<file path="config.mk">
export PLATFORM = sky130hd
export DESIGN_NAME = adc_conversion_control
export DESIGN_NICKNAME = d
export VERILOG_FILES = /design/src/adc_conversion_control.v
export VERILOG_INCLUDE_DIRS = /design/src /design/src/src
export SDC_FILE = /design/constraint.sdc
export NUM_CORES = 1
export LEC_CHECK = 0
export BUFFER_PORTS_ARGS = -buffer_cell sky130_fd_sc_hd__buf_2
export CAP_MARGIN = 20
export CORE_MARGIN = 1.5
export CORE_UTILIZATION = 40
export CTS_CLUSTER_DIAMETER = 100
export DETAILED_ROUTE_END_ITERATION = 8
export HOLD_SLACK_MARGIN = 0.15
export PLACE_DENSITY = 0.65
export SYNTH_ARGS = -nofsm -noshare
export SYNTH_HDL_FRONTEND = slang
export SYNTH_SLANG_ARGS = --single-unit
</file>
<file path="constraint.sdc">
create_clock -name pclk -period 3.3 [get_ports pclk]
set_clock_uncertainty 0.2 [all_clocks]
set_input_delay 0.66 -clock pclk [delete_from_list [all_inputs] [get_ports pclk]]
set_output_delay 0.66 -clock pclk [all_outputs]
set_load 0.01 [all_outputs]
</file>
<file path="src/adc_ctrl_consts.vh">
`ifndef ADC_CTRL_CONSTS_VH
`define ADC_CTRL_CONSTS_VH

// Register byte offsets
`define OFS_STATUS_CTRL_FIRST  5'h00
`define OFS_STATUS_CTRL_SECOND 5'h04
`define OFS_RESULT_HIGH        5'h08
`define OFS_RESULT_LOW         5'h0c
`define OFS_COMPARE_VALUE_HIGH 5'h10
`define OFS_COMPARE_VALUE_LOW  5'h14
`define OFS_CONV_CONFIG_REG    5'h18
`define OFS_PIN_DISABLE        5'h1c

// status_ctrl_first fields
`define SC1_CONV_COMPLETE_FLAG_BIT   7
`define SC1_IRQEN_BIT  6
`define SC1_CONT_BIT   5
`define SC1_CH_HI      4
`define CH_ALL_ONES    5'h1f
// status_ctrl_second fields
`define SC2_BUSY_BIT   7
`define SC2_HWTRG_BIT  6
`define SC2_CMPEN_BIT  5
`define SC2_CMPGT_BIT  4
// conv_config_reg fields
`define CFG_LPC_BIT    7
`define CFG_DIV_HI     6
`define CFG_DIV_LO     5
`define CFG_LSMP_BIT   4
`define CFG_MODE_HI    3
`define CFG_MODE_LO    2
`define CFG_CLK_HI     1
`define CFG_CLK_LO     0

// Clock source and mode encodings
`define CLK_BUS        2'h0
`define CLK_BUS_HALF   2'h1
`define CLK_ALT        2'h2
`define CLK_ASYNC      2'h3
`define MODE_10BIT     2'h2

// Reset values
`define SC1_RESET      8'h1f
`define REG_RESET      8'h00

// Timing, in converter clock cycles unless marked
`define FIRST_EXTRA_CONVERTER_CLOCK   6'h03
`define SAMPLE_SHORT_CONVERTER_CLOCK  6'h04
`define SAMPLE_LONG_CONVERTER_CLOCK   6'h18
`define APPROX_8_CONVERTER_CLOCK      6'h0d
`define APPROX_10_CONVERTER_CLOCK     6'h10
`define SYNC_BUS_CYCLES    3'h5
// 5 us of oscillator start-up in 8 ns bus cycles, rounded up
`define ASYNC_STARTUP_CYC  10'h271
`define ASYNC_DIV_DEFAULT  4'h4

`endif

</file>
<file path="src/adc_conversion_control.v">
// Overview of operation
// - Four clock sources, bus clock after reset
// - Divide selected source by 1,2,4,8
// - Async clock keeps running in low power
// - Pin disable: hi-Z, no input, no pullup
// - Disabled input buffer reads as zero
// - Hardware trigger rising edge starts conversion
// - Trigger edge ignored while converting
// - Continuous hardware mode heeds first edge only
// - Resolution selectable: 10-bit or 8-bit
// - First control write starts unless channel ones or hardware trigger enabled
// - Continuous mode restarts after each transfer
// - Completion: store result, flag, interrupt
// - High read pending blocks 10-bit transfer
// - Blocked transfer restarts, except failed single compare
// - Control, config and compare writes abort, first one restarts
// - Reset or sync-clock stop entry aborts
// - Abort keeps last result, reset clears
// - Idle until started; async clock when active
// - Sample short or long, then approximate
// - Short-sample first conversion: 20/23 plus 5
// - Long-sample first conversion: 40/43 plus 5
// - Async source adds 5 us start-up
// - Later continuous: 17/20 or 37/40
// - Disabled in reset or channel all ones
// - 8-bit rounds into low register only
//
// Chosen here: the register addresses and the APB interface to the registers.
`timescale 1ns/1ps
`include "adc_ctrl_consts.vh"

module adc_conversion_control #(
    parameter [3:0] ASYNC_DIV = `ASYNC_DIV_DEFAULT
) (
    input  wire        pclk,
    input  wire        presetn,
    input  wire        psel,
    input  wire        penable,
    input  wire        pwrite,
    input  wire [31:0] paddr,
    input  wire [31:0] pwdata,
    output reg  [31:0] prdata,
    output wire        pready,
    output wire        pslverr,
    input  wire        alternate_clock,
    input  wire        hw_trigger_in,
    input  wire        stop_mode,
    input  wire [9:0]  conv_data_in,
    output wire [4:0]  channel_select,
    output wire        analog_sample,
    output wire        analog_convert,
    output wire        converter_clock,
    output wire        async_conv_clock,
    output wire        low_power_active,
    output reg         conv_irq,
    input  wire [7:0]  gpio_out,
    input  wire [7:0]  gpio_oe,
    input  wire [7:0]  gpio_pullup,
    input  wire [7:0]  pad_in,
    output wire [7:0]  pad_out,
    output wire [7:0]  pad_oe,
    output wire [7:0]  pad_pullup,
    output wire [7:0]  pad_input_enable,
    output reg  [7:0]  port_read_data
);

    localparam [2:0] ST_IDLE  = 3'h0;
    localparam [2:0] ST_START = 3'h1;
    localparam [2:0] ST_SYNC  = 3'h2;
    localparam [2:0] ST_RUN   = 3'h3;
    localparam [2:0] ST_DONE  = 3'h4;
    localparam [9:0] STARTUP_CYC = `ASYNC_STARTUP_CYC;

    reg  [7:0]  sc1;
    reg  [7:0]  sc2;
    reg  [7:0]  cfg;
    reg  [7:0]  cvh;
    reg  [7:0]  cvl;
    reg  [7:0]  result_high;
    reg  [7:0]  result_low;
    reg  [7:0]  analog_pin_disable;
    reg         conv_complete_flag;
    reg         hi_read_pend;
    reg  [2:0]  state;
    reg  [9:0]  wait_cnt;
    reg  [5:0]  converter_clock_left;
    reg         first_conv;
    reg         half_t;
    reg  [2:0]  div_cnt;
    reg  [3:0]  async_cnt;
    reg         async_tick;
    reg         alt_s1;
    reg         alt_s2;
    reg         alt_s3;
    reg         hw_s1;
    reg         hw_s2;
    reg         hw_s3;
    reg  [7:0]  pad_s1;
    reg  [7:0]  pad_s2;
    reg         stop_q;
    reg         src_tick;
    reg  [31:0] next_prdata;

    wire        wr = psel & penable & pwrite;
    wire        rd = psel & penable & ~pwrite;
    wire [4:0]  ofs = paddr[4:0];
    wire        mapped = (paddr[31:5] == 27'h0) & (paddr[1:0] == 2'h0);

    wire [1:0]  clk_src_sel = cfg[`CFG_CLK_HI:`CFG_CLK_LO];
    wire [1:0]  clk_divide_sel = cfg[`CFG_DIV_HI:`CFG_DIV_LO];
    wire        long_sample_sel = cfg[`CFG_LSMP_BIT];
    wire        ten_bit = (cfg[`CFG_MODE_HI:`CFG_MODE_LO] == `MODE_10BIT);
    wire        conv_irq_enable = sc1[`SC1_IRQEN_BIT];
    wire        continuous_enable = sc1[`SC1_CONT_BIT];
    wire        hw_trigger_enable = sc2[`SC2_HWTRG_BIT];
    wire        compare_func_enable = sc2[`SC2_CMPEN_BIT];
    wire        cmp_gt = sc2[`SC2_CMPGT_BIT];
    wire        ch_off = (sc1[`SC1_CH_HI:0] == `CH_ALL_ONES);
    wire        active = (state != ST_IDLE);

    assign pready = 1'b1;
    assign pslverr = psel & penable & ~mapped;
    assign channel_select = sc1[`SC1_CH_HI:0];
    assign low_power_active = cfg[`CFG_LPC_BIT];

    // Pins used as analog inputs lose their digital interface
    assign pad_oe = gpio_oe & ~analog_pin_disable;
    assign pad_out = gpio_out & ~analog_pin_disable;
    assign pad_pullup = gpio_pullup & ~analog_pin_disable;
    assign pad_input_enable = ~analog_pin_disable;

    function is_reg;
        input [4:0] a;
        input [4:0] target;
        begin
            is_reg = mapped & (a == target);
        end
    endfunction

    // Approximation steps for the chosen resolution
    function [5:0] approx_len;
        input ten;
        begin
            approx_len = ten ? `APPROX_10_CONVERTER_CLOCK : `APPROX_8_CONVERTER_CLOCK;
        end
    endfunction

    // Converter clock cycles in one conversion
    function [5:0] conv_len;
        input first;
        input lsmp;
        input ten;
        begin
            conv_len = (lsmp ? `SAMPLE_LONG_CONVERTER_CLOCK : `SAMPLE_SHORT_CONVERTER_CLOCK)
                     + approx_len(ten)
                     + (first ? `FIRST_EXTRA_CONVERTER_CLOCK : 6'h00);
        end
    endfunction

    function [2:0] div_mask;
        input [1:0] sel;
        begin
            case (sel)
                2'h0:    div_mask = 3'h0;
                2'h1:    div_mask = 3'h1;
                2'h2:    div_mask = 3'h3;
                default: div_mask = 3'h7;
            endcase
        end
    endfunction

    // Internal oscillator only runs while a conversion is active
    wire async_gen_on = (clk_src_sel == `CLK_ASYNC) & active;
    assign async_conv_clock = async_tick;

    always @* begin
        case (clk_src_sel)
            `CLK_BUS:      src_tick = 1'b1;
            `CLK_BUS_HALF: src_tick = half_t;
            `CLK_ALT:      src_tick = alt_s2 & ~alt_s3;
            default:       src_tick = async_tick;
        endcase
    end

    wire converter_clock_tick = src_tick & ((div_cnt & div_mask(clk_divide_sel)) == div_mask(clk_divide_sel));
    assign converter_clock = converter_clock_tick;

    always @(posedge pclk or negedge presetn) begin
        if (!presetn) begin
            half_t <= 1'b0;
            div_cnt <= 3'h0;
            async_cnt <= 4'h0;
            async_tick <= 1'b0;
            alt_s1 <= 1'b0;
            alt_s2 <= 1'b0;
            alt_s3 <= 1'b0;
            hw_s1 <= 1'b0;
            hw_s2 <= 1'b0;
            hw_s3 <= 1'b0;
            pad_s1 <= 8'h00;
            pad_s2 <= 8'h00;
            port_read_data <= 8'h00;
            stop_q <= 1'b0;
        end else begin
            half_t <= ~half_t;
            alt_s1 <= alternate_clock;
            alt_s2 <= alt_s1;
            alt_s3 <= alt_s2;
            hw_s1 <= hw_trigger_in;
            hw_s2 <= hw_s1;
            hw_s3 <= hw_s2;
            pad_s1 <= pad_in;
            pad_s2 <= pad_s1;
            port_read_data <= pad_s2 & ~analog_pin_disable;
            stop_q <= stop_mode;
            // The async oscillator ignores wait and stop so it can keep converting
            if (async_gen_on) begin
                async_cnt <= (async_cnt == ASYNC_DIV - 4'h1) ? 4'h0 : async_cnt + 4'h1;
                async_tick <= (async_cnt == ASYNC_DIV - 4'h1);
            end else begin
                async_cnt <= 4'h0;
                async_tick <= 1'b0;
            end
            if (!active)
                div_cnt <= 3'h0;
            else if (src_tick)
                div_cnt <= div_cnt + 3'h1;
        end
    end

    // Result shaping and compare
    wire [8:0]  rnd9 = {1'b0, conv_data_in[9:2]} + {8'h00, conv_data_in[1]};
    wire [7:0]  res8 = rnd9[8] ? 8'hff : rnd9[7:0];
    wire [9:0]  conv_val = ten_bit ? conv_data_in : {2'h0, res8};
    wire [9:0]  cmp_val = ten_bit ? {cvh[1:0], cvl} : {2'h0, cvl};
    wire [10:0] diff = {1'b0, conv_val} - {1'b0, cmp_val};
    wire        cmp_ok = ~compare_func_enable | (cmp_gt ? ~diff[10] : diff[10]);
    wire [9:0]  store_val = compare_func_enable ? diff[9:0] : conv_val;
    wire        blocked = ten_bit & hi_read_pend;

    wire        sc1_wr = wr & is_reg(ofs, `OFS_STATUS_CTRL_FIRST);
    wire [4:0]  new_ch = pwdata[`SC1_CH_HI:0];
    wire        new_hwtrg = hw_trigger_enable;
    wire        sw_start = sc1_wr & (new_ch != `CH_ALL_ONES) & ~new_hwtrg;
    wire        mode_wr = wr & (is_reg(ofs, `OFS_STATUS_CTRL_SECOND) | is_reg(ofs, `OFS_CONV_CONFIG_REG)
                        | is_reg(ofs, `OFS_COMPARE_VALUE_HIGH) | is_reg(ofs, `OFS_COMPARE_VALUE_LOW));
    wire        stop_abort = stop_mode & ~stop_q & (clk_src_sel != `CLK_ASYNC);
    // Any edge while active (including a continuous run) is dropped
    wire        hw_start = hw_trigger_enable & hw_s2 & ~hw_s3 & ~active & ~ch_off;
    wire        done_xfer = (state == ST_DONE) & cmp_ok & ~blocked;
    wire        conv_complete_flag_clr = sc1_wr | (rd & is_reg(ofs, `OFS_RESULT_LOW));

    assign analog_sample = (state == ST_RUN) & (converter_clock_left > approx_len(ten_bit));
    assign analog_convert = (state == ST_RUN) & ~analog_sample;

    always @(posedge pclk or negedge presetn) begin
        if (!presetn) begin
            state <= ST_IDLE;
            wait_cnt <= 10'h000;
            converter_clock_left <= 6'h00;
            first_conv <= 1'b0;
        end else if (sw_start | (state == ST_IDLE & hw_start)) begin
            first_conv <= 1'b1;
            wait_cnt <= 10'h000;
            state <= (clk_src_sel == `CLK_ASYNC) ? ST_START : ST_SYNC;
        end else if (sc1_wr | mode_wr | stop_abort | ch_off) begin
            state <= ST_IDLE;
        end else begin
            case (state)
                ST_START: begin
                    // Oscillator start-up before counting converter cycles
                    wait_cnt <= wait_cnt + 10'h001;
                    if (wait_cnt == STARTUP_CYC - 10'h001) begin
                        wait_cnt <= 10'h000;
                        state <= ST_SYNC;
                    end
                end
                ST_SYNC: begin
                    wait_cnt <= wait_cnt + 10'h001;
                    if (wait_cnt == {7'h00, `SYNC_BUS_CYCLES} - 10'h001) begin
                        converter_clock_left <= conv_len(first_conv, long_sample_sel, ten_bit);
                        state <= ST_RUN;
                    end
                end
                ST_RUN: begin
                    if (converter_clock_tick) begin
                        converter_clock_left <= converter_clock_left - 6'h01;
                        if (converter_clock_left == 6'h01)
                            state <= ST_DONE;
                    end
                end
                ST_DONE: begin
                    first_conv <= 1'b0;
                    if (blocked & ~(~continuous_enable & compare_func_enable & ~cmp_ok)) begin
                        converter_clock_left <= conv_len(1'b0, long_sample_sel, ten_bit);
                        state <= ST_RUN;
                    end else if (continuous_enable) begin
                        converter_clock_left <= conv_len(1'b0, long_sample_sel, ten_bit);
                        state <= ST_RUN;
                    end else begin
                        state <= ST_IDLE;
                    end
                end
                default: state <= ST_IDLE;
            endcase
        end
    end

    // Register file, results and flags
    always @(posedge pclk or negedge presetn) begin
        if (!presetn) begin
            sc1 <= `SC1_RESET;
            sc2 <= `REG_RESET;
            cfg <= `REG_RESET;
            cvh <= `REG_RESET;
            cvl <= `REG_RESET;
            analog_pin_disable <= `REG_RESET;
            result_high <= `REG_RESET;
            result_low <= `REG_RESET;
            conv_complete_flag <= 1'b0;
            hi_read_pend <= 1'b0;
            conv_irq <= 1'b0;
        end else begin
            if (sc1_wr)
                sc1 <= {1'b0, pwdata[6:0]};
            if (wr & is_reg(ofs, `OFS_STATUS_CTRL_SECOND))
                sc2 <= {2'h0, pwdata[5:4], 4'h0} | {1'b0, pwdata[`SC2_HWTRG_BIT], 6'h00};
            if (wr & is_reg(ofs, `OFS_CONV_CONFIG_REG))
                cfg <= pwdata[7:0];
            if (wr & is_reg(ofs, `OFS_COMPARE_VALUE_HIGH))
                cvh <= {6'h00, pwdata[1:0]};
            if (wr & is_reg(ofs, `OFS_COMPARE_VALUE_LOW))
                cvl <= pwdata[7:0];
            if (wr & is_reg(ofs, `OFS_PIN_DISABLE))
                analog_pin_disable <= pwdata[7:0];
            // Aborts never touch results; only a transfer does
            if (done_xfer) begin
                result_high <= ten_bit ? {6'h00, store_val[9:8]} : 8'h00;
                result_low <= store_val[7:0];
            end
            // A completion in the same cycle as a clear keeps the flag set
            conv_complete_flag <= done_xfer | (conv_complete_flag & ~conv_complete_flag_clr);
            conv_irq <= (done_xfer & conv_irq_enable) | (conv_irq & ~conv_complete_flag_clr);
            if (rd & is_reg(ofs, `OFS_RESULT_HIGH) & ten_bit)
                hi_read_pend <= 1'b1;
            else if (rd & is_reg(ofs, `OFS_RESULT_LOW))
                hi_read_pend <= 1'b0;
        end
    end

    always @* begin
        next_prdata = 32'h0000_0000;
        if (mapped) begin
            case (ofs)
                `OFS_STATUS_CTRL_FIRST:  next_prdata[7:0] = {conv_complete_flag, sc1[6:0]};
                `OFS_STATUS_CTRL_SECOND: next_prdata[7:0] = {active, sc2[6:0]};
                `OFS_RESULT_HIGH:        next_prdata[7:0] = result_high;
                `OFS_RESULT_LOW:         next_prdata[7:0] = result_low;
                `OFS_COMPARE_VALUE_HIGH: next_prdata[7:0] = cvh;
                `OFS_COMPARE_VALUE_LOW:  next_prdata[7:0] = cvl;
                `OFS_CONV_CONFIG_REG:    next_prdata[7:0] = cfg;
                `OFS_PIN_DISABLE:        next_prdata[7:0] = analog_pin_disable;
                default:                 next_prdata = 32'h0000_0000;
            endcase
        end
    end

    always @* begin
        prdata = (psel & ~pwrite) ? next_prdata : 32'h0000_0000;
    end

endmodule // adc_conversion_control

</file>
### Yosys cells after proc, flatten, opt, wreduce, memory -nomap -nowiden

Cells that the tools add are included.

* ROM bits: 0
* register bits after elaboration: 119
* memory bits (writable): 0
* memories kept: 0
* input bits: 114
* bits in latches: 0
* output and inout bits: 85
* logic and storage cells: 214

* shifts and indexed selects: 0
* add/sub/neg operators: 8
* mux-type cells: 43
* multiply operators: 0
* div/mod/pow operators: 0
* eq/ne operators: 34
* $lt $le $gt $ge: 1
* reductions and logical operators: 15
* bitwise logic cells: 84

Operators with widths (count)
* 8-bit case mux with 8 select lines: 1
* 10-bit 2-to-1 mux: 6
* 1-bit AND: 47
* 8-bit AND: 4
* 32-bit 2-to-1 mux: 1
* 27-bit zero test: 1
* 5-bit equality test (second input constant): 5
* 3-bit 2-to-1 mux: 8
* 6-bit 2-to-1 mux: 4
* 10-bit case mux with 2 select lines: 1
* 1-bit NOT: 19
* 6-bit case mux with 3 select lines: 1
* 8-bit 2-to-1 mux: 2
* 3-bit case mux with 4 select lines: 1
* 1-bit OR: 11
* 10-bit by 10-bit subtractor with 11-bit output: 1
* 10-bit by 1-bit adder with 10-bit output (second input constant): 1
* 10-bit equality test (second input constant): 1
* 10-bit by 3-bit equality test with 1-bit output (second input constant): 1
* 5-bit by 4-bit equality test with 1-bit output (second input constant): 2
* 2-bit 2-to-1 mux: 5
* 5-bit 2-to-1 mux: 2
* 2-bit inequality test (second input constant): 5
* 8-bit by 1-bit adder with 9-bit output: 1
* other kinds (35): 54

### Longest topological paths before layout

Gate-level depths: netlist of the first run.

* depth after elaboration: 15
* gate-level depth with buffers: 18
* depth with buffers taken out: 17

### Least setup slack after synthesis of the first run

Ideal clock, no wire load.

* path type: in2reg
* start: in conv_data_in[1]
* end: reg result_high[1]
* library setup time: 0.125 ns
* arrival time: 3.964 ns
* stages on the path: 18
* required time: 2.975 ns
* path buffers: 1
* slack: -0.989 ns
* path through: ha_1 ha_1 and3_1 and3_1 nand3_1 nand2_1 o22ai_1 ha_1 inv_1 fa_1 a211oi_2 nor2_1 a31o_1 nor3_2 nor3b_1 or3b_4 buf_6 mux2_4

* word-level cells in the longest chain between the ends: 9
* elaborated cells on any way between the ends: 11
* classes of those cells: add/sub: 2; mux: 5; bitwise: 4

RTL lines
* from (decl): RTL line adc_conversion_control.v:48 `input wire [9:0] conv_data_in,`
* 8-bit by 1-bit adder with 9-bit output: RTL line adc_conversion_control.v:232 `wire [8:0] rnd9 = {1'b0, conv_data_in[9:2]} + {8'h00, conv_data_in[1]};`
* 8-bit 2-to-1 mux: RTL line adc_conversion_control.v:233 `wire [7:0] res8 = rnd9[8] ? 8'hff : rnd9[7:0];`
* 10-bit 2-to-1 mux (*): RTL line adc_conversion_control.v:234 `wire [9:0] conv_val = ten_bit ? conv_data_in : {2'h0, res8};`
* 10-bit by 10-bit subtractor with 11-bit output (*): RTL line adc_conversion_control.v:236 `wire [10:0] diff = {1'b0, conv_val} - {1'b0, cmp_val};`
* 1-bit NOT: RTL line adc_conversion_control.v:237 `wire cmp_ok = ~compare_func_enable | (cmp_gt ? ~diff[10] : diff[10]);`
* 1-bit 2-to-1 mux: RTL line adc_conversion_control.v:237
* 1-bit OR: RTL line adc_conversion_control.v:237
* 1-bit AND (2 in series): RTL line adc_conversion_control.v:250 `wire done_xfer = (state == ST_DONE) & cmp_ok & ~blocked;`
* to (signal assigned): RTL line adc_conversion_control.v:318 `` result_high <= `REG_RESET; ``
* to (signal assigned): RTL line adc_conversion_control.v:338 `result_high <= ten_bit ? {6'h00, store_val[9:8]} : 8'h00;`
* to (decl): RTL line adc_conversion_control.v:79 `reg [7:0] result_high;`

Mark *: on every way between the ends. The rest lies on a longest branch, timed or not.
A chain may end at the register's enable or synchronous reset.

### Worst setup path in the final report of the first run

* start: in conv_data_in[2]
* end: reg converter_clock_left[0]

* word-level cells in the longest chain between the ends: 13
* elaborated cells on any way between the ends: 15
* classes of those cells: add/sub: 2; eq/ne: 1; mux: 5; bitwise: 6; reduce/logical: 1

RTL lines
* 8-bit by 1-bit adder with 9-bit output: RTL line adc_conversion_control.v:232
* 8-bit 2-to-1 mux: RTL line adc_conversion_control.v:233
* 10-bit 2-to-1 mux (*): RTL line adc_conversion_control.v:234
* 10-bit by 10-bit subtractor with 11-bit output (*): RTL line adc_conversion_control.v:236
* 1-bit NOT: RTL line adc_conversion_control.v:237
* 1-bit 2-to-1 mux (*): RTL line adc_conversion_control.v:237
* 1-bit OR (*): RTL line adc_conversion_control.v:237
* 1-bit NOT (*): RTL line adc_conversion_control.v:294 `if (blocked & ~(~continuous_enable & compare_func_enable & ~cmp_ok)) begin`
* 1-bit AND (*): RTL line adc_conversion_control.v:294
* 1-bit NOT (*): RTL line adc_conversion_control.v:294
* 1-bit AND (*): RTL line adc_conversion_control.v:294
* 3-bit by 2-bit inequality test with 1-bit output (no line) / 6-bit 2-to-1 mux (equally long branches)
* 6-bit AND reduction (no line) / 6-bit case mux with 3 select lines (equally long branches)
* to (signal assigned): RTL line adc_conversion_control.v:287 `converter_clock_left <= converter_clock_left - 6'h01;`
* to (signal assigned): RTL line adc_conversion_control.v:295 `converter_clock_left <= conv_len(1'b0, long_sample_sel, ten_bit);`
* to (signal assigned): RTL line adc_conversion_control.v:298 `converter_clock_left <= conv_len(1'b0, long_sample_sel, ten_bit);`
* to (decl): RTL line adc_conversion_control.v:86 `reg [5:0] converter_clock_left;`

Marked as above.

==> results of run 1 <==
-- final timing paths --
check	slack [ns]	from	endpoint
setup / recovery	-0.48	conv_data_in[2]	converter_clock_left[0]$_DFFE_PN0P_
hold / removal	0.15	pad_s1[1]$_DFF_PN0_	pad_s2[1]$_DFF_PN0_
setup reg to reg	-0.05	cfg[3]$_DFFE_PN0P_	result_low[3]$_DFFE_PN0P_
hold reg to reg	0.15	pad_s1[1]$_DFF_PN0_	pad_s2[1]$_DFF_PN0_
max in group asynchronous	1.55	presetn	sc1[0]$_DFFE_PN1P_
min in group asynchronous	0.58	presetn	div_cnt[1]$_DFFE_PN0P_
-- registers in the layout, indices dropped and copies added, names as in the netlist, 2 cells and up --
signal                count
converter_clock_left      6
wait_cnt                 10
cfg                       8
div_cnt                   3
analog_pin_disable        8
cvh                       2
port_read_data            8
async_cnt                 4
sc2                       3
result_high               2
pad_s2                    8
pad_s1                    8
cvl                       8
result_low                8
state                     3
sc1                       7
-- per-stage QoR --
step                      std cells  setup slack [ns]  instance area [um2]  TNS (ns)
after CTS                      1098            -0.424                 8440     -7.13
after detailed placement       1071             -1.01                 7970    -18.99
after floorplan                 694            -0.808                 6790    -12.81
after global routing           1102            -0.621                 8550    -11.36
final                          1102            -0.475                 8550     -8.40
after global placement         1071            -0.944                 7970    -17.77
-- final cells by class --
type / count / area, um2 / area share (%)
Timing Repair Buffer: 223 / 1370 / 16.1
Clock inverter: 6 / 57.6 / 0.673
Sequential cell: 109 / 2730 / 32.0
Multi-Input combinational cell: 498 / 3730 / 43.6
Clock buffer: 10 / 229 / 2.68
Inverter: 40 / 153 / 1.79
Tap cell: 216 / 270 / 3.16
-- routing by layer --
| layer | global-route usage [%] | up-vias | share of wire, % |
|---|---|---|---|
| met5 | 0 | - | 0 |
| li1 | - | 2772 | - |
| met4 | 6.11 | 0 | 1.7 |
| met2 | 32.7 | 211 | 48 |
| met1 | 26.8 | 2732 | 45 |
| met3 | 3.54 | 24 | 5.4 |
-- cells in the final DEF, fill, tap and decap left out, types with 14 or more instances in the layout --
cell type,instances
sky130_fd_sc_hd__inv_1,37
sky130_fd_sc_hd__nor2_1,43
sky130_fd_sc_hd__nand3_1,14
sky130_fd_sc_hd__o21ai_0,26
sky130_fd_sc_hd__nand2_1,46
sky130_fd_sc_hd__mux2_2,38
sky130_fd_sc_hd__a21oi_1,18
sky130_fd_sc_hd__nor3_1,19
sky130_fd_sc_hd__ha_1,26
sky130_fd_sc_hd__conb_1,25
sky130_fd_sc_hd__nor2b_1,38
sky130_fd_sc_hd__dfrtp_1,104
sky130_fd_sc_hd__buf_2,146
sky130_fd_sc_hd__buf_4,66
-- power breakdown --
group	leakage [nW]	internal (mW)	total, mW	switching, mW
clock	0.142	0.534	1.07	0.538
sequential	1.38	1.36	1.38	0.0167
combinational	2.63	0.207	0.442	0.235
-- logic make-up after synthesis --
group | count (synthesis)
buffers and inverters | 88
and+or+nand+nor | 240
AOI/OAI and AO/OA | 138
other | 2
muxes | 50
xor gates and xnor gates | 13
DFF | 109
adders and majority gates | 31
-- repair_timing --
item,in CTS,in global routing
pin swaps,28,7
hold buffers,1,0
gates resized for setup,28,15
buffers inserted,10,4
endpoints found under the setup margin,22,22
endpoints found under the hold margin,31,0
cloned,1,0
==> flow_summary.json, run 1 <==
{
  "synthesis.instances": 671,
  "final_core_util_pct": 53.2,
  "final.period_utilization_pct": 114,
  "vias": 5739,
  "fp-row-count": 46,
  "synth_area_mm2": 0.00664,
  "start_util_pct": 41.4,
  "gp_routability_congestion": 0.872,
  "cap_viol_max_count": 0,
  "setup_viol": 20,
  "timing.hold.ws_ns": 0.155,
  "grt_setup_unrepaired": "true",
  "total_power_mw": 2.89,
  "finalHoldViolations": 0,
  "synth.area.mux_share_pct": 9.01,
  "worstRegToRegCells": 13,
  "core_region_area_mm2": 0.0161,
  "cell_type_group_with_the_largest_total_delay_on_the_critical_path": "simple AND/OR/NAND/NOR gates",
  "yosys.area_share.xor_xnor_pct": 1.71,
  "routed_wire_length_per_instance_um": 15.8,
  "hold_class": "reg -> reg",
  "clk-insertion-delay-late_ns": 0.35,
  "grt_start_max_net_pins": 79,
  "power.density_mw_per_mm2": 338,
  "synth_top_family_by_area": "simple AND/OR/NAND/NOR gates",
  "synth.ff_latch_count": 109,
  "post-synth-top-count-cell": "sky130_fd_sc_hd__dfrtp_1",
  "tritoncts": "built",
  "htree_levels": 3,
  "cts_inserted_buffers": 9,
  "timing.critical_path.slowest_cell_delay_ns": 0.38,
  "transition_time_at_the_pin_with_the_least_slew_margin_ns": 0.576,
  "startpoint_type": "input port",
  "count_of_fill_cells_added_during_filler_insertion": 1435,
  "fp.dieArea_mm2": 0.0174,
  "cells_traversed_along_the_worst_timing_path": "buf_8 -> ha_4 -> ha_4 -> and3_4 -> and3_4 -> nand3_2 -> nand2_2 -> o22ai_2 -> ha_2 -> inv_2 -> fa_2 -> a211oi_4 -> nor2_2 -> a31o_1 -> buf_4 -> or3_4 -> a31oi_4 -> or2_4 -> o22ai_2",
  "cp.arrival_ns": 3.82,
  "cp_max_fo": 6,
  "grt_pass1_wl_mm": 27.9,
  "netlist_top_cells_area": "sky130_fd_sc_hd__dfrtp_1, sky130_fd_sc_hd__mux2_2, sky130_fd_sc_hd__ha_1",
  "total_wirelength_of_the_detailed_routed_design_mm": 17.4,
  "avgSynthCellArea_um2": 9.90,
  "drt_iter0_drc": 401,
  "hpwlAfterDp_mm": 13.0,
  "outcome": "complete, but fails checks",
  "fin_crit_ns": 3.78,
  "antennaDiodeCount": 0,
  "predominant_post_synthesis_flop_cell": "sky130_fd_sc_hd__dfrtp_1",
  "post_synth_fa_ha_maj_area_fraction_pct": 5.95,
  "synthArstFlopShare_pct": 100,
  "synth_area_leader_cell": "sky130_fd_sc_hd__dfrtp_1",
  "worst_slack_ns": -0.475,
  "synth_compound_gate_area_share_pct": 15.2,
  "clkSlewWorstSetupHoldPaths_ns": 0.08,
  "design.final.nets": 1026,
  "timing.critical_path.required_ns": 3.34,
  "slew_viol_final": 0,
  "synth_edf_count": 0,
  "die_height_um": 132,
  "detail_route.vias_per_cell": 5.21,
  "drt_drc_violations_left": 0,
  "netlist-cell-type-count": 77,
  "critPathCaptureType": "flop",
  "critical_path_class": "in -> reg",
  "drt_pass1_iterations": 5,
  "fp.dieW_um": 132,
  "clock_tree.root_cell": "sky130_fd_sc_hd__clkbuf_16",
  "ys.warnings.count": 0,
  "post_synth_and_or_nand_nor_area_fraction_pct": 19.9,
  "violated_checks": "setup timing",
  "drive_gt1_share_pct": 38.5,
  "number_of_global_route_vias_before_repair": 5519,
  "antenna_viol_nets_final": 0,
  "seq_area_frac_synth_pct": 41.2,
  "antenna_found_initial": 0,
  "cts_num_sinks": 109,
  "worstPathBufferInverterCount": 3,
  "netlist.area_leader.share_pct": 39.2,
  "area.growth.synth_to_final_pct": 28.7,
  "crit_cells": 19,
  "grt_remaining_overflow": 0,
  "cpMaxStageDelayCell": "sky130_fd_sc_hd__or3_4",
  "top_level_ports": 199,
  "timing.hold.worst_path_depth": 0,
  "ctsLongestPathBuffers": 2,
  "achievable_frequency_mhz": 265,
  "grtUsageTotal_pct": 19.9,
  "synth.top_cells.by_count": "sky130_fd_sc_hd__dfrtp_1, sky130_fd_sc_hd__nand2_1, sky130_fd_sc_hd__nor2_1",
  "static-leakage-power_nw": 4.15,
  "place.port_buffers": 149,
  "timing.max_slew.rel_slack_pct": 61.0,
  "vdd_drop_max_v": 0.000289
}
(Power assumes the default switching activity.)
==> inputs of run 2 (changes only) <==
Settings changed: CORE_UTILIZATION 40 to 47, PLACE_DENSITY 0.65 to 0.75.
==> run 2 against run 1 <==
The flow still finishes with violations (setup timing); critical path depth is 1 lower; non-clock buffer count is 3 lower; sequential share of layout area is 0.28 points higher; combinational power is 0.9% higher; maximum frequency is 2.0% lower; largest cell class unchanged.
==> flow_summary.json, run 2 (synthesis results as in run 1) <==
{
  "number_of_global_route_vias_before_repair": 5405,
  "cts_inserted_buffers": 9,
  "grt_pass1_wl_mm": 27.2,
  "total_wirelength_of_the_detailed_routed_design_mm": 17.1,
  "htree_levels": 3,
  "fp.dieW_um": 122,
  "critical_path_class": "in -> reg",
  "cts_num_sinks": 109,
  "hold_class": "reg -> reg",
  "count_of_fill_cells_added_during_filler_insertion": 1146,
  "core_region_area_mm2": 0.0138,
  "largest_reg_flops": 10,
  "grt_start_max_net_pins": 54,
  "area.growth.synth_to_final_pct": 27.6,
  "finalHoldViolations": 0,
  "drt_iter0_drc": 391,
  "die_height_um": 122,
  "tritoncts": "built",
  "cap_viol_max_count": 0,
  "cp.arrival_ns": 3.90,
  "fp.dieArea_mm2": 0.0148,
  "transition_time_at_the_pin_with_the_least_slew_margin_ns": 0.538,
  "clkSlewWorstSetupHoldPaths_ns": 0.08,
  "largest_register": "wait_cnt",
  "gp_routability_congestion": 0.935,
  "post_layout_nonfiller_instances": 1063,
  "top_level_ports": 199,
  "vdd_drop_max_v": 0.000331,
  "cells_traversed_along_the_worst_timing_path": "buf_6 -> ha_4 -> ha_4 -> and3_4 -> and3_4 -> nand3_2 -> nand2_2 -> o22ai_2 -> ha_2 -> inv_2 -> fa_2 -> a211oi_4 -> nor2_2 -> a31o_1 -> nor3_2 -> nor3b_4 -> or3b_4 -> mux2_4",
  "outcome": "complete, but fails checks",
  "final_cell_mix": "sky130_fd_sc_hd__buf_2, sky130_fd_sc_hd__dfrtp_1, sky130_fd_sc_hd__buf_4",
  "place.port_buffers": 149,
  "placed_cells_incl_taps": 1033,
  "critPathCaptureType": "flop",
  "detailed_place.area_mm2": 0.00791,
  "grt_remaining_overflow": 0,
  "achievable_frequency_mhz": 260,
  "slew_viol_final": 0,
  "drt_pass1_iterations": 6,
  "antennaDiodeCount": 0,
  "power.density_mw_per_mm2": 340,
  "clk-insertion-delay-late_ns": 0.36,
  "grt_setup_unrepaired": "true",
  "violated_checks": "setup timing",
  "static-leakage-power_nw": 4.13,
  "grtUsageTotal_pct": 23.5,
  "setup_viol": 22,
  "timing.critical_path.slowest_cell_delay_ns": 0.46,
  "layout_commonest_cell": "sky130_fd_sc_hd__buf_2",
  "cpMaxStageDelayCell": "sky130_fd_sc_hd__or3b_4",
  "design.final.nets": 1023,
  "drive_gt1_share_pct": 37.8,
  "fp-row-count": 43,
  "detail_route.vias_per_cell": 5.49,
  "hpwlAfterDp_mm": 12.7,
  "drt_drc_violations_left": 0,
  "timing.critical_path.required_ns": 3.35,
  "startpoint_type": "input port",
  "routed_wire_length_per_instance_um": 16.0,
  "fin_crit_ns": 3.85,
  "antenna_found_initial": 0,
  "clock_tree.root_cell": "sky130_fd_sc_hd__clkbuf_16",
  "start_util_pct": 48.0,
  "final.period_utilization_pct": 117,
  "timing.max_slew.rel_slack_pct": 63.8,
  "vias": 5838,
  "layout.cell_area.non_filler_mm2": 0.00847,
  "ctsLongestPathBuffers": 2,
  "cp_max_fo": 5,
  "antenna_viol_nets_final": 0,
  "worst_slack_ns": -0.553
}
run 2: critical path, delay by kind of cell:
family	cells	cell delay (ns)
AO/OA/AOI/OAI	3	0.64
adder cells (fa/ha/maj)	4	0.88
buffers and inverters	2	0.14
multiplexers	1	0.32
AND/OR/NAND/NOR	8	1.25
run 2: timing repair:
| item | in CTS | in global routing |
|---|---|---|
| buffers inserted | 10 | 2 |
| endpoints found under the setup margin | 22 | 22 |
| cloned | 1 | 0 |
| gates resized for setup | 33 | 8 |
| hold endpoints to repair | 24 | 0 |
| hold buffers | 1 | 0 |
| pin swaps | 26 | 3 |
run 2: through the flow:
| step | hold WS [ns] | TNS (ns) | util [%] | worst slack, ns | power (mW) |
|---|---|---|---|---|---|
| 6_report | 0.151 | -9.52 | 61.3 | -0.553 | 2.88 |
| 2_1_floorplan | 0.131 | -12.81 | - | -0.808 | 1.63 |
| 4_1_cts | 0.152 | -7.59 | 60.9 | -0.448 | 2.89 |
| 5_1_grt | 0.160 | -11.30 | 61.3 | -0.616 | 3.01 |
| 3_3_place_gp | 0.131 | -17.70 | 57.2 | -0.950 | 1.80 |
| 3_5_place_dp | 0.135 | -19.33 | 57.2 | -1.03 | 1.81 |
run 2: per-layer routing:
metal | share of wire (%) | GRT usage, % | vias up
met5 | 0 | 0 | -
met4 | 2.6 | 9.12 | 0
met3 | 6.0 | 3.79 | 36
met2 | 49 | 39.0 | 255
met1 | 43 | 30.8 | 2781
li1 | - | - | 2766
run 2: final timing paths:
check                                   start                        end  cells after the start  slack (ns)
max reg2reg                cfg[3]$_DFFE_PN0P_  result_low[6]$_DFFE_PN0P_                     14       -0.13
max                           conv_data_in[2]  result_low[6]$_DFFE_PN0P_                     18       -0.55
max in group asynchronous             presetn         sc1[4]$_DFFE_PN1P_                      3        1.59
min                           hw_s1$_DFF_PN0_            hw_s2$_DFF_PN0_                      0        0.15
min reg2reg                   hw_s1$_DFF_PN0_            hw_s2$_DFF_PN0_                      0        0.15
min in group asynchronous             presetn       state[1]$_DFFE_PN0P_                      2        0.55
run 2: area by class of cell:
class	count	area [um2]	area share, %
clock buffer	10	229	2.70
sequential	109	2730	32.3
tap	180	225	2.66
inverter	40	155	1.83
timing repair buffer	220	1350	16.0
multi-input combinational	498	3720	43.9
clock inverter	6	57.6	0.679
run 2: where the power goes:
group / switching, mW / internal [mW] / leakage (nW)
Combinational: 0.237 / 0.209 / 2.61
Sequential: 0.0163 / 1.36 / 1.38
Clock: 0.532 / 0.529 / 0.138
